--- src/cie_consts.svh ---
// Constants for the instruction execution subset: widths, encodings, fields, reset values
`ifndef CIE_CONSTS_SVH
`define CIE_CONSTS_SVH

// ****************************************************************
// Widths
// ****************************************************************
`define CIE_IW          14
`define CIE_DW          8
`define CIE_AW          7
`define CIE_PCW         15
`define CIE_LITW        11
`define CIE_LATW        7
`define CIE_UPW         4

// ****************************************************************
// Instruction fields
// ****************************************************************
`define CIE_OPC_HI      13
`define CIE_OPC_LO      8
`define CIE_DEST_BIT    7
`define CIE_FADDR_HI    6
`define CIE_FADDR_LO    0
`define CIE_LIT_HI      10
`define CIE_LIT_LO      0
`define CIE_JMP_HI      13
`define CIE_JMP_LO      11
`define CIE_LAT_HI      6
`define CIE_LAT_LO      3

// ****************************************************************
// Encodings (six-bit major opcode, three-bit jump class)
// ****************************************************************
`define CIE_OPC_INVERT  6'h09
`define CIE_OPC_ZERO    6'h01
`define CIE_OPC_MINUS   6'h03
`define CIE_OPC_MSKIP   6'h0B
`define CIE_JMP_CLASS   3'h5
`define CIE_DEST_ACC    1'b0
`define CIE_DEST_FILE   1'b1

// ****************************************************************
// Reset values and arithmetic constants
// ****************************************************************
`define CIE_ACC_RST     8'h00
`define CIE_ZERO_RST    1'b0
`define CIE_PC_RST      15'h0000
`define CIE_ADDR_RST    7'h00
`define CIE_DATA_ZERO   8'h00
`define CIE_DATA_ONE    8'h01

`endif

--- src/cie_pkg.sv ---
// Types shared by the execution subset: decoded instruction, result bundle, sequencer states
`include "cie_consts.svh"

package cie_pkg;

	typedef enum logic [2:0] {
		CIE_OP_NONE   = 3'h0,
		CIE_OP_INVERT = 3'h1,
		CIE_OP_ZFILE  = 3'h2,
		CIE_OP_ZACC   = 3'h3,
		CIE_OP_MINUS  = 3'h4,
		CIE_OP_MSKIP  = 3'h5,
		CIE_OP_JUMP   = 3'h6
	} cie_op_e;

	// Gray path: execute -> discard -> execute
	typedef enum logic [1:0] {
		CIE_ST_EXEC    = 2'h0,
		CIE_ST_DISCARD = 2'h1
	} cie_state_e;

	typedef struct packed {
		cie_op_e                 op;
		logic                    dest;
		logic [`CIE_AW-1:0]      faddr;
		logic [`CIE_LITW-1:0]    lit;
	} cie_dec_s;

	typedef struct packed {
		logic [`CIE_DW-1:0]      value;
		logic                    to_file;
		logic                    to_acc;
		logic                    upd_zero;
		logic                    zero_val;
		logic                    skip;
		logic                    jump;
	} cie_res_s;

endpackage

--- src/cie_alu.sv ---
// Result datapath: computes value, destination, flag update and flow change for one instruction
`timescale 1ns/1ns
`include "cie_consts.svh"

module cie_alu
	import cie_pkg::*;
(
	input  wire cie_dec_s           i_dec,
	input  wire logic [`CIE_DW-1:0] i_fdata,
	output wire cie_res_s           o_res
);

	// ****************************************************************
	// Operation results
	// ****************************************************************
	wire logic [`CIE_DW-1:0] inv_val;
	wire logic [`CIE_DW-1:0] dec_val;
	wire logic               is_inv;
	wire logic               is_zf;
	wire logic               is_za;
	wire logic               is_dec;
	wire logic               is_dsk;
	wire logic               has_dest;
	wire logic               val_zero;

	assign inv_val  = ~i_fdata;
	assign dec_val  = i_fdata - `CIE_DATA_ONE;
	assign is_inv   = (i_dec.op == CIE_OP_INVERT);
	assign is_zf    = (i_dec.op == CIE_OP_ZFILE);
	assign is_za    = (i_dec.op == CIE_OP_ZACC);
	assign is_dec   = (i_dec.op == CIE_OP_MINUS);
	assign is_dsk   = (i_dec.op == CIE_OP_MSKIP);
	assign has_dest = is_inv | is_dec | is_dsk;

	assign o_res.value    = is_inv ? inv_val :
	                        (is_dec | is_dsk) ? dec_val : `CIE_DATA_ZERO;
	assign val_zero       = (o_res.value == `CIE_DATA_ZERO);
	// Destination bit picks accumulator or file
	assign o_res.to_file  = is_zf | (has_dest & (i_dec.dest == `CIE_DEST_FILE));
	assign o_res.to_acc   = is_za | (has_dest & (i_dec.dest == `CIE_DEST_ACC));
	// Skip op and jump leave the flag alone
	assign o_res.upd_zero = is_inv | is_dec | is_zf | is_za;
	assign o_res.zero_val = (is_zf | is_za) ? 1'b1 : val_zero;
	assign o_res.skip     = is_dsk & val_zero;
	assign o_res.jump     = (i_dec.op == CIE_OP_JUMP);

endmodule

--- src/cie_core.sv ---
// Execution stage for the invert, clear, decrement, decrement-skip and absolute jump ops
`timescale 1ns/1ns
`include "cie_consts.svh"

module cie_core
	import cie_pkg::*;
(
	input  wire logic                  I_MCLK,
	input  wire logic                  I_RESETN,
	input  wire logic                  i_INSTR_VALID,
	input  wire logic [`CIE_IW-1:0]    i_INSTR,
	input  wire logic [`CIE_DW-1:0]    i_FILE_RDATA,
	input  wire logic [`CIE_LATW-1:0]  i_UPPER_JUMP_LATCH,
	output logic      [`CIE_AW-1:0]    o_FILE_ADDR,
	output logic      [`CIE_DW-1:0]    o_FILE_WDATA,
	output logic                       o_FILE_WE,
	output logic      [`CIE_DW-1:0]    o_ACC,
	output logic                       o_ZERO,
	output logic      [`CIE_PCW-1:0]   o_PC_TARGET,
	output logic                       o_PC_LOAD,
	output logic                       o_NOP_SLOT,
	output logic                       o_DISCARD_PENDING
);

	// ****************************************************************
	// Decode
	// ****************************************************************
	function automatic cie_dec_s decode(input logic [`CIE_IW-1:0] ins);
		cie_dec_s d;
		logic [`CIE_OPC_HI-`CIE_OPC_LO:0] opc;
		d       = '0;
		opc     = ins[`CIE_OPC_HI:`CIE_OPC_LO];
		d.dest  = ins[`CIE_DEST_BIT];
		d.faddr = ins[`CIE_FADDR_HI:`CIE_FADDR_LO];
		d.lit   = ins[`CIE_LIT_HI:`CIE_LIT_LO];
		if (ins[`CIE_JMP_HI:`CIE_JMP_LO] == `CIE_JMP_CLASS) begin
			d.op = CIE_OP_JUMP;
		end else if (opc == `CIE_OPC_INVERT) begin
			d.op = CIE_OP_INVERT;
		end else if (opc == `CIE_OPC_ZERO) begin
			// Same major code; destination bit tells file from accumulator
			d.op = (d.dest == `CIE_DEST_FILE) ? CIE_OP_ZFILE : CIE_OP_ZACC;
		end else if (opc == `CIE_OPC_MINUS) begin
			d.op = CIE_OP_MINUS;
		end else if (opc == `CIE_OPC_MSKIP) begin
			d.op = CIE_OP_MSKIP;
		end else begin
			d.op = CIE_OP_NONE;
		end
		return d;
	endfunction

	// ****************************************************************
	// State and registers
	// ****************************************************************
	cie_state_e                state_q;
	cie_state_e                state_d;
	logic [`CIE_DW-1:0]        acc_q;
	logic [`CIE_DW-1:0]        acc_d;
	logic                      zero_q;
	logic                      zero_d;
	logic [`CIE_AW-1:0]        faddr_q;
	logic [`CIE_DW-1:0]        wdata_q;
	logic                      we_q;
	logic                      we_d;
	logic [`CIE_PCW-1:0]       pc_q;
	logic [`CIE_PCW-1:0]       pc_d;
	logic                      pcld_q;
	logic                      pcld_d;
	logic                      nop_q;
	logic                      nop_d;

	// Mirrors the sequencer so the pending output needs no decode
	logic                      pend_q;
	logic                      pend_d;

	// ****************************************************************
	// Execute
	// ****************************************************************
	wire logic                 in_exec;
	wire logic                 run;
	wire logic                 drop;
	wire cie_dec_s             dec;
	wire logic                 fwd_hit;
	wire logic [`CIE_DW-1:0]   fdata;
	wire logic [`CIE_PCW-1:0]  jump_pc;
	cie_res_s                  res;

	assign in_exec = (state_q == CIE_ST_EXEC);
	assign run     = i_INSTR_VALID & in_exec;
	// Fetched instruction after a taken skip or a jump is thrown away
	assign drop    = i_INSTR_VALID & ~in_exec;
	assign dec     = run ? decode(i_INSTR) : '0;

	// The file write lands one cycle late; forward it so a back-to-back
	// access to the same address sees the fresh value, not the stale one.
	assign fwd_hit = we_q & (faddr_q == dec.faddr);
	assign fdata   = fwd_hit ? wdata_q : i_FILE_RDATA;

	cie_alu u_alu (
		.i_dec   (dec),
		.i_fdata (fdata),
		.o_res   (res)
	);

	// Target is latch bits six to three over the eleven-bit literal
	assign jump_pc = {i_UPPER_JUMP_LATCH[`CIE_LAT_HI:`CIE_LAT_LO], dec.lit};

	assign acc_d   = (run & res.to_acc) ? res.value : acc_q;
	assign zero_d  = (run & res.upd_zero) ? res.zero_val : zero_q;
	assign we_d    = run & res.to_file;
	assign pcld_d  = run & res.jump;
	assign pc_d    = pcld_d ? jump_pc : pc_q;
	assign nop_d   = drop;

	// ****************************************************************
	// Sequencer
	// ****************************************************************
	// Skip or jump costs one discarded slot; a discarded slot never chains
	always_comb begin
		state_d = state_q;
		unique case (state_q)
			CIE_ST_EXEC: begin
				if (run & (res.skip | res.jump)) begin
					state_d = CIE_ST_DISCARD;
				end
			end
			CIE_ST_DISCARD: begin
				// Idle cycles keep the discard armed for the next real fetch
				if (drop) begin
					state_d = CIE_ST_EXEC;
				end
			end
			default: begin
				state_d = CIE_ST_EXEC;
			end
		endcase
	end

	// Registered copy so the pending output comes straight from a flop
	assign pend_d  = (state_d == CIE_ST_DISCARD);

	// ****************************************************************
	// Flip-flops
	// ****************************************************************
	// Sequencer and its mirrored pending flag
	always_ff @(posedge I_MCLK or negedge I_RESETN) begin
		if (!I_RESETN) begin
			state_q <= CIE_ST_EXEC;
			pend_q  <= 1'b0;
		end else begin
			state_q <= state_d;
			pend_q  <= pend_d;
		end
	end

	// Architectural accumulator and zero flag
	always_ff @(posedge I_MCLK or negedge I_RESETN) begin
		if (!I_RESETN) begin
			acc_q   <= `CIE_ACC_RST;
			zero_q  <= `CIE_ZERO_RST;
		end else begin
			acc_q   <= acc_d;
			zero_q  <= zero_d;
		end
	end

	// Jump target and the one-cycle strobes
	always_ff @(posedge I_MCLK or negedge I_RESETN) begin
		if (!I_RESETN) begin
			pc_q    <= `CIE_PC_RST;
			pcld_q  <= 1'b0;
			nop_q   <= 1'b0;
			we_q    <= 1'b0;
		end else begin
			pc_q    <= pc_d;
			pcld_q  <= pcld_d;
			nop_q   <= nop_d;
			we_q    <= we_d;
		end
	end

	// Address and data hold their last write when idle
	always_ff @(posedge I_MCLK or negedge I_RESETN) begin
		if (!I_RESETN) begin
			faddr_q <= `CIE_ADDR_RST;
			wdata_q <= `CIE_DATA_ZERO;
		end else if (we_d) begin
			faddr_q <= dec.faddr;
			wdata_q <= res.value;
		end
	end

	// ****************************************************************
	// Outputs
	// ****************************************************************
	assign o_FILE_ADDR       = faddr_q;
	assign o_FILE_WDATA      = wdata_q;
	assign o_FILE_WE         = we_q;
	assign o_ACC             = acc_q;
	assign o_ZERO            = zero_q;
	assign o_PC_TARGET       = pc_q;
	assign o_PC_LOAD         = pcld_q;
	assign o_NOP_SLOT        = nop_q;
	// Flop copy of the discard state; no decode between flop and pin
	assign o_DISCARD_PENDING = pend_q;

endmodule

--- config.mk ---
export PLATFORM = sky130hd
export DESIGN_NAME = cie_core
export DESIGN_NICKNAME = d
export VERILOG_FILES = /design/src/cie_pkg.sv /design/src/cie_alu.sv /design/src/cie_core.sv
export VERILOG_INCLUDE_DIRS = /design/src
export SDC_FILE = /design/constraint.sdc
export NUM_CORES = 1
export LEC_CHECK = 0
export BUFFER_PORTS_ARGS = -buffer_cell sky130_fd_sc_hd__clkbuf_2
export CORE_ASPECT_RATIO = 1.1
export CORE_MARGIN = 4
export CORE_UTILIZATION = 40
export CTS_BUF_LIST = sky130_fd_sc_hd__clkbuf_4 sky130_fd_sc_hd__clkbuf_8
export DETAILED_ROUTE_END_ITERATION = 6
export GPL_TIMING_DRIVEN = 0
export PLACE_DENSITY = 0.66
export SYNTH_ARGS = -nofsm -noshare
export SYNTH_HDL_FRONTEND = slang
export SYNTH_SLANG_ARGS = --single-unit
--- constraint.sdc ---
create_clock -name I_MCLK -period 4.66 [get_ports I_MCLK]
set_input_delay 0 -clock I_MCLK [delete_from_list [all_inputs] [get_ports I_MCLK]]
set_output_delay 0 -clock I_MCLK [all_outputs]
set_load 0.005 [all_outputs]
==> summary.txt <==
STA
  • Number of max-slew violations in the final report: 0
  • Setup TNS: 0 ps
  • Skew final: 7.48 ps
  • Final worst path period share: 0.850
  • Setup WS post-layout: 697 ps
  • Max Freq: 252 MHz
  • Final number of hold-violating endpoints: 0
  • Clock period minus final worst setup slack: 3960 ps
  • Worst-Margin Slew: 1120 ps
  • Slew HR: 0.249
  • RSZ-0062 raised after global routing: no
  • Setup violators final: 0

Clocking
  • Clock sinks: 45
  • CTS tree: done
  • Clk buf depth: 2
  • Clock slew at reported path FFs: 90 ps
  • # Post-CTS Setup Buffers: 0
  • Root Driver: clkbuf_8
  • Clk_lat worst skew: 300 ps
  • TritonCTS Buffers: 5
  • H-tree depth: 2

Setup path
  • R2R cell count: 14
  • Critical-path cell list: nor2_1, nand2_1, a2bb2oi_1, or4_4, buf_6, mux2i_2, ha_1, or3b_2, nor3_1, o21bai_1, xor2_1, mux2i_1, nor2_1, mux2_2
  • Largest stage delay, worst path: 570 ps
  • CP most frequent cell: nor2_1
  • CP startpoint: state_q[1]
  • Endpoint class of the critical path: flip-flop
  • Worst EP required: 4850 ps
  • Crit Path Class: flip-flop to flip-flop
  • Crit Reg-Reg Startpoint: state_q[1]
  • Worst-path fanout max: 10
  • Flop2flop setup slack: 700 ps
  • FF-to-FF End: o_ACC[6]
  • Crit start category: flip-flop
  • Slowest CP cell: or4_4
  • Signal arrival time at the worst endpoint: 4150 ps

GRT
  • Largest net degree at the start of global routing: 46
  • First-pass GRT wire length: 11600 um
  • GRT Total Usage: 0.185
  • Initial antenna violation count: 0
  • Grt total ovfl: 0
  • Number of global-route vias before repair: 2372

Power
  • Switching power: 251 uW
  • Overall power: 951 uW
  • Combinational power share: 0.202
  • Power density cells: 289 nW/um^2
  • Internal Power: 700 uW
  • Sequential power share: 0.482
  • Pleak: 0.00158 uW
  • Peak VDD IR: 255 uV
  • Net Sw Frac: 0.264
  • Clk pwr share: 0.317

Run status
  • Status: complete, no violations

Route
  • Routed WL: 6770 um
  • WL per Instance: 15.7 um
  • Routed Antenna Nets: 0
  • Drt pass-1 iters: 4
  • Starting DRT DRC Count: 106
  • Via density per instance: 5.29
  • Total number of vias: 2278
  • DRC Markers: 0

Synthesis
  • Ys async rst share: 1.00
  • Mapped Cells: 258
  • Post-synth EDFFs: 0
  • Synth warn: 0
  • Synth Flop Type: dfrtp_1
  • Avg Inst Size Synth: 9.96 um^2
  • Mapped Area: 2570 um^2
  • Synth unique cells: 52
  • Sequential area share after synthesis: 0.438
  • Synthesized flop and latch total: 45
  • Syn Nets: 291

Hold path
  • Hold Crit Endpoint: o_ZERO
  • HP Class: primary input to flip-flop
  • WHS Path Cells: 3
  • Hold path startpoint: i_INSTR[12]

Floorplan
  • Die area: 7770 um^2
  • Initial core utilization: 0.415
  • I/O Pins: 75
  • Core area: 6190 um^2
  • Die width: 84.4 um
  • Height of the die: 92.1 um
  • Site Rows: 30

Placed design
  • PortBufs: 69
  • Pre-CTS setup slack: 737 ps
  • Gpl congestion: 0.870
  • Post-DP HPWL: 4980 um

Layout
  • Most frequent cells in the layout: clkbuf_2, dfrtp_1, nand2_1
  • NumNets Final: 383
  • Commonest non-fill, non-tap cell in the layout: clkbuf_2
  • Layout cell share with drive strength beyond 1: 0.311
  • Layout area overhead: 28.0%
  • Post-layout util: 0.531
  • # diodes: 0

Run
  • Max-cap violations: 0
## flip-flops by register name (all words and copies together), names as in the netlist
signal / flops
o_PC_TARGET: 15
o_ACC: 8
o_ZERO: 1
state_q: 2
o_FILE_ADDR: 7
o_FILE_WE: 1
o_DISCARD_PENDING: 1
o_PC_LOAD: 1
o_FILE_WDATA: 8
o_NOP_SLOT: 1
## power groups by stage
| stage | Sequential [uW] | Clock [uW] | Combinational (uW) |
|---|---|---|---|
| floorplan | 468 | 0 | 88.7 |
| global placement | 464 | 0 | 179 |
| detailed placement | 466 | 0 | 182 |
| CTS | 458 | 315 | 194 |
| global route | 465 | 329 | 214 |
| finish | 458 | 301 | 192 |
## how the worst max path moves through the flow
| stage | end | slack (ps) | depth (start not counted) |
|---|---|---|---|
| after global routing | o_ZERO | 400 | 14 |
| after floorplan | o_ACC[6] | 1110 | 14 |
| final | o_ACC[6] | 700 | 14 |
| after CTS | o_ACC[6] | 700 | 14 |
| after detailed placement | o_ACC[6] | 740 | 14 |
| after global placement | o_ACC[6] | 730 | 14 |
## synthesized netlist by cell type (4+ instances only)
cell | instances | area share
a2bb2oi_1 | 4 | 0.014
and3_1 | 4 | 0.0097
o21ai_0 | 14 | 0.027
inv_1 | 6 | 0.0088
nand3_1 | 6 | 0.012
nand2_1 | 32 | 0.047
a21oi_1 | 5 | 0.0097
o21ai_1 | 7 | 0.014
xnor2_1 | 6 | 0.020
mux2_2 | 20 | 0.088
a31oi_1 | 5 | 0.012
xor2_1 | 7 | 0.024
mux2i_1 | 9 | 0.035
nor2_1 | 18 | 0.026
dfrtp_1 | 45 | 0.44
clkbuf_1 | 4 | 0.0058
o211ai_1 | 7 | 0.020
o31ai_1 | 5 | 0.015
## critical path, delay by kind of cell (launching register included)
kind / cells / cell delay, ps
AOI/OAI and AO/OA: 2 / 380
xor gates and xnor gates: 1 / 90
adders and majority gates: 1 / 330
buffers and inverters: 1 / 180
DFF: 1 / 440
muxes: 3 / 740
and+or+nand+nor: 6 / 1690
## routing by layer
metal | GRT usage | up-vias | wire length (um)
met5 | 0 | - | 0
met4 | 0.0567 | 0 | 79
li1 | - | 1124 | -
met2 | 0.316 | 62 | 3490
met1 | 0.233 | 1087 | 2840
met3 | 0.0386 | 5 | 362
## cells by family after synthesis
logic type | count (synthesis) | synth area share
muxes | 31 | 0.134
and+or+nand+nor | 93 | 0.195
other | 1 | 0.00146
xor gates and xnor gates | 13 | 0.0443
buffers and inverters | 15 | 0.0312
DFF | 45 | 0.438
AOI/OAI and AO/OA | 59 | 0.151
adders and majority gates | 1 | 0.00487
## area by class of cell
class / count / area [um^2]
Inverter: 6 / 22.5
Buffer: 9 / 57.6
Clock buffer: 6 / 76.3
Clock inverter: 2 / 38.8
Sequential cell: 45 / 1130
Fill cell: 592 / 2900
Multi-Input combinational cell: 198 / 1360
Tap cell: 80 / 100
Timing Repair Buffer: 85 / 505
## stage by stage
| stage | hold WS [ps] | std cells | cell area (um^2) |
|---|---|---|---|
| 6_report | 25.8 | 431 | 3290 |
| 5_1_grt | 48.7 | 431 | 3290 |
| 4_1_cts | 8.88 | 431 | 3290 |
| 3_5_place_dp | 238 | 407 | 3020 |
| 3_3_place_gp | 233 | 407 | 3020 |
| 2_1_floorplan | -296 | 258 | 2570 |
## repair_timing
item	CTS	global route
endpoints found under the setup margin	0	0
hold buffers	16	0
gates resized for setup	0	0
endpoints found under the hold margin	65	0
No activity file was read; power rests on OpenSTA's default activity.
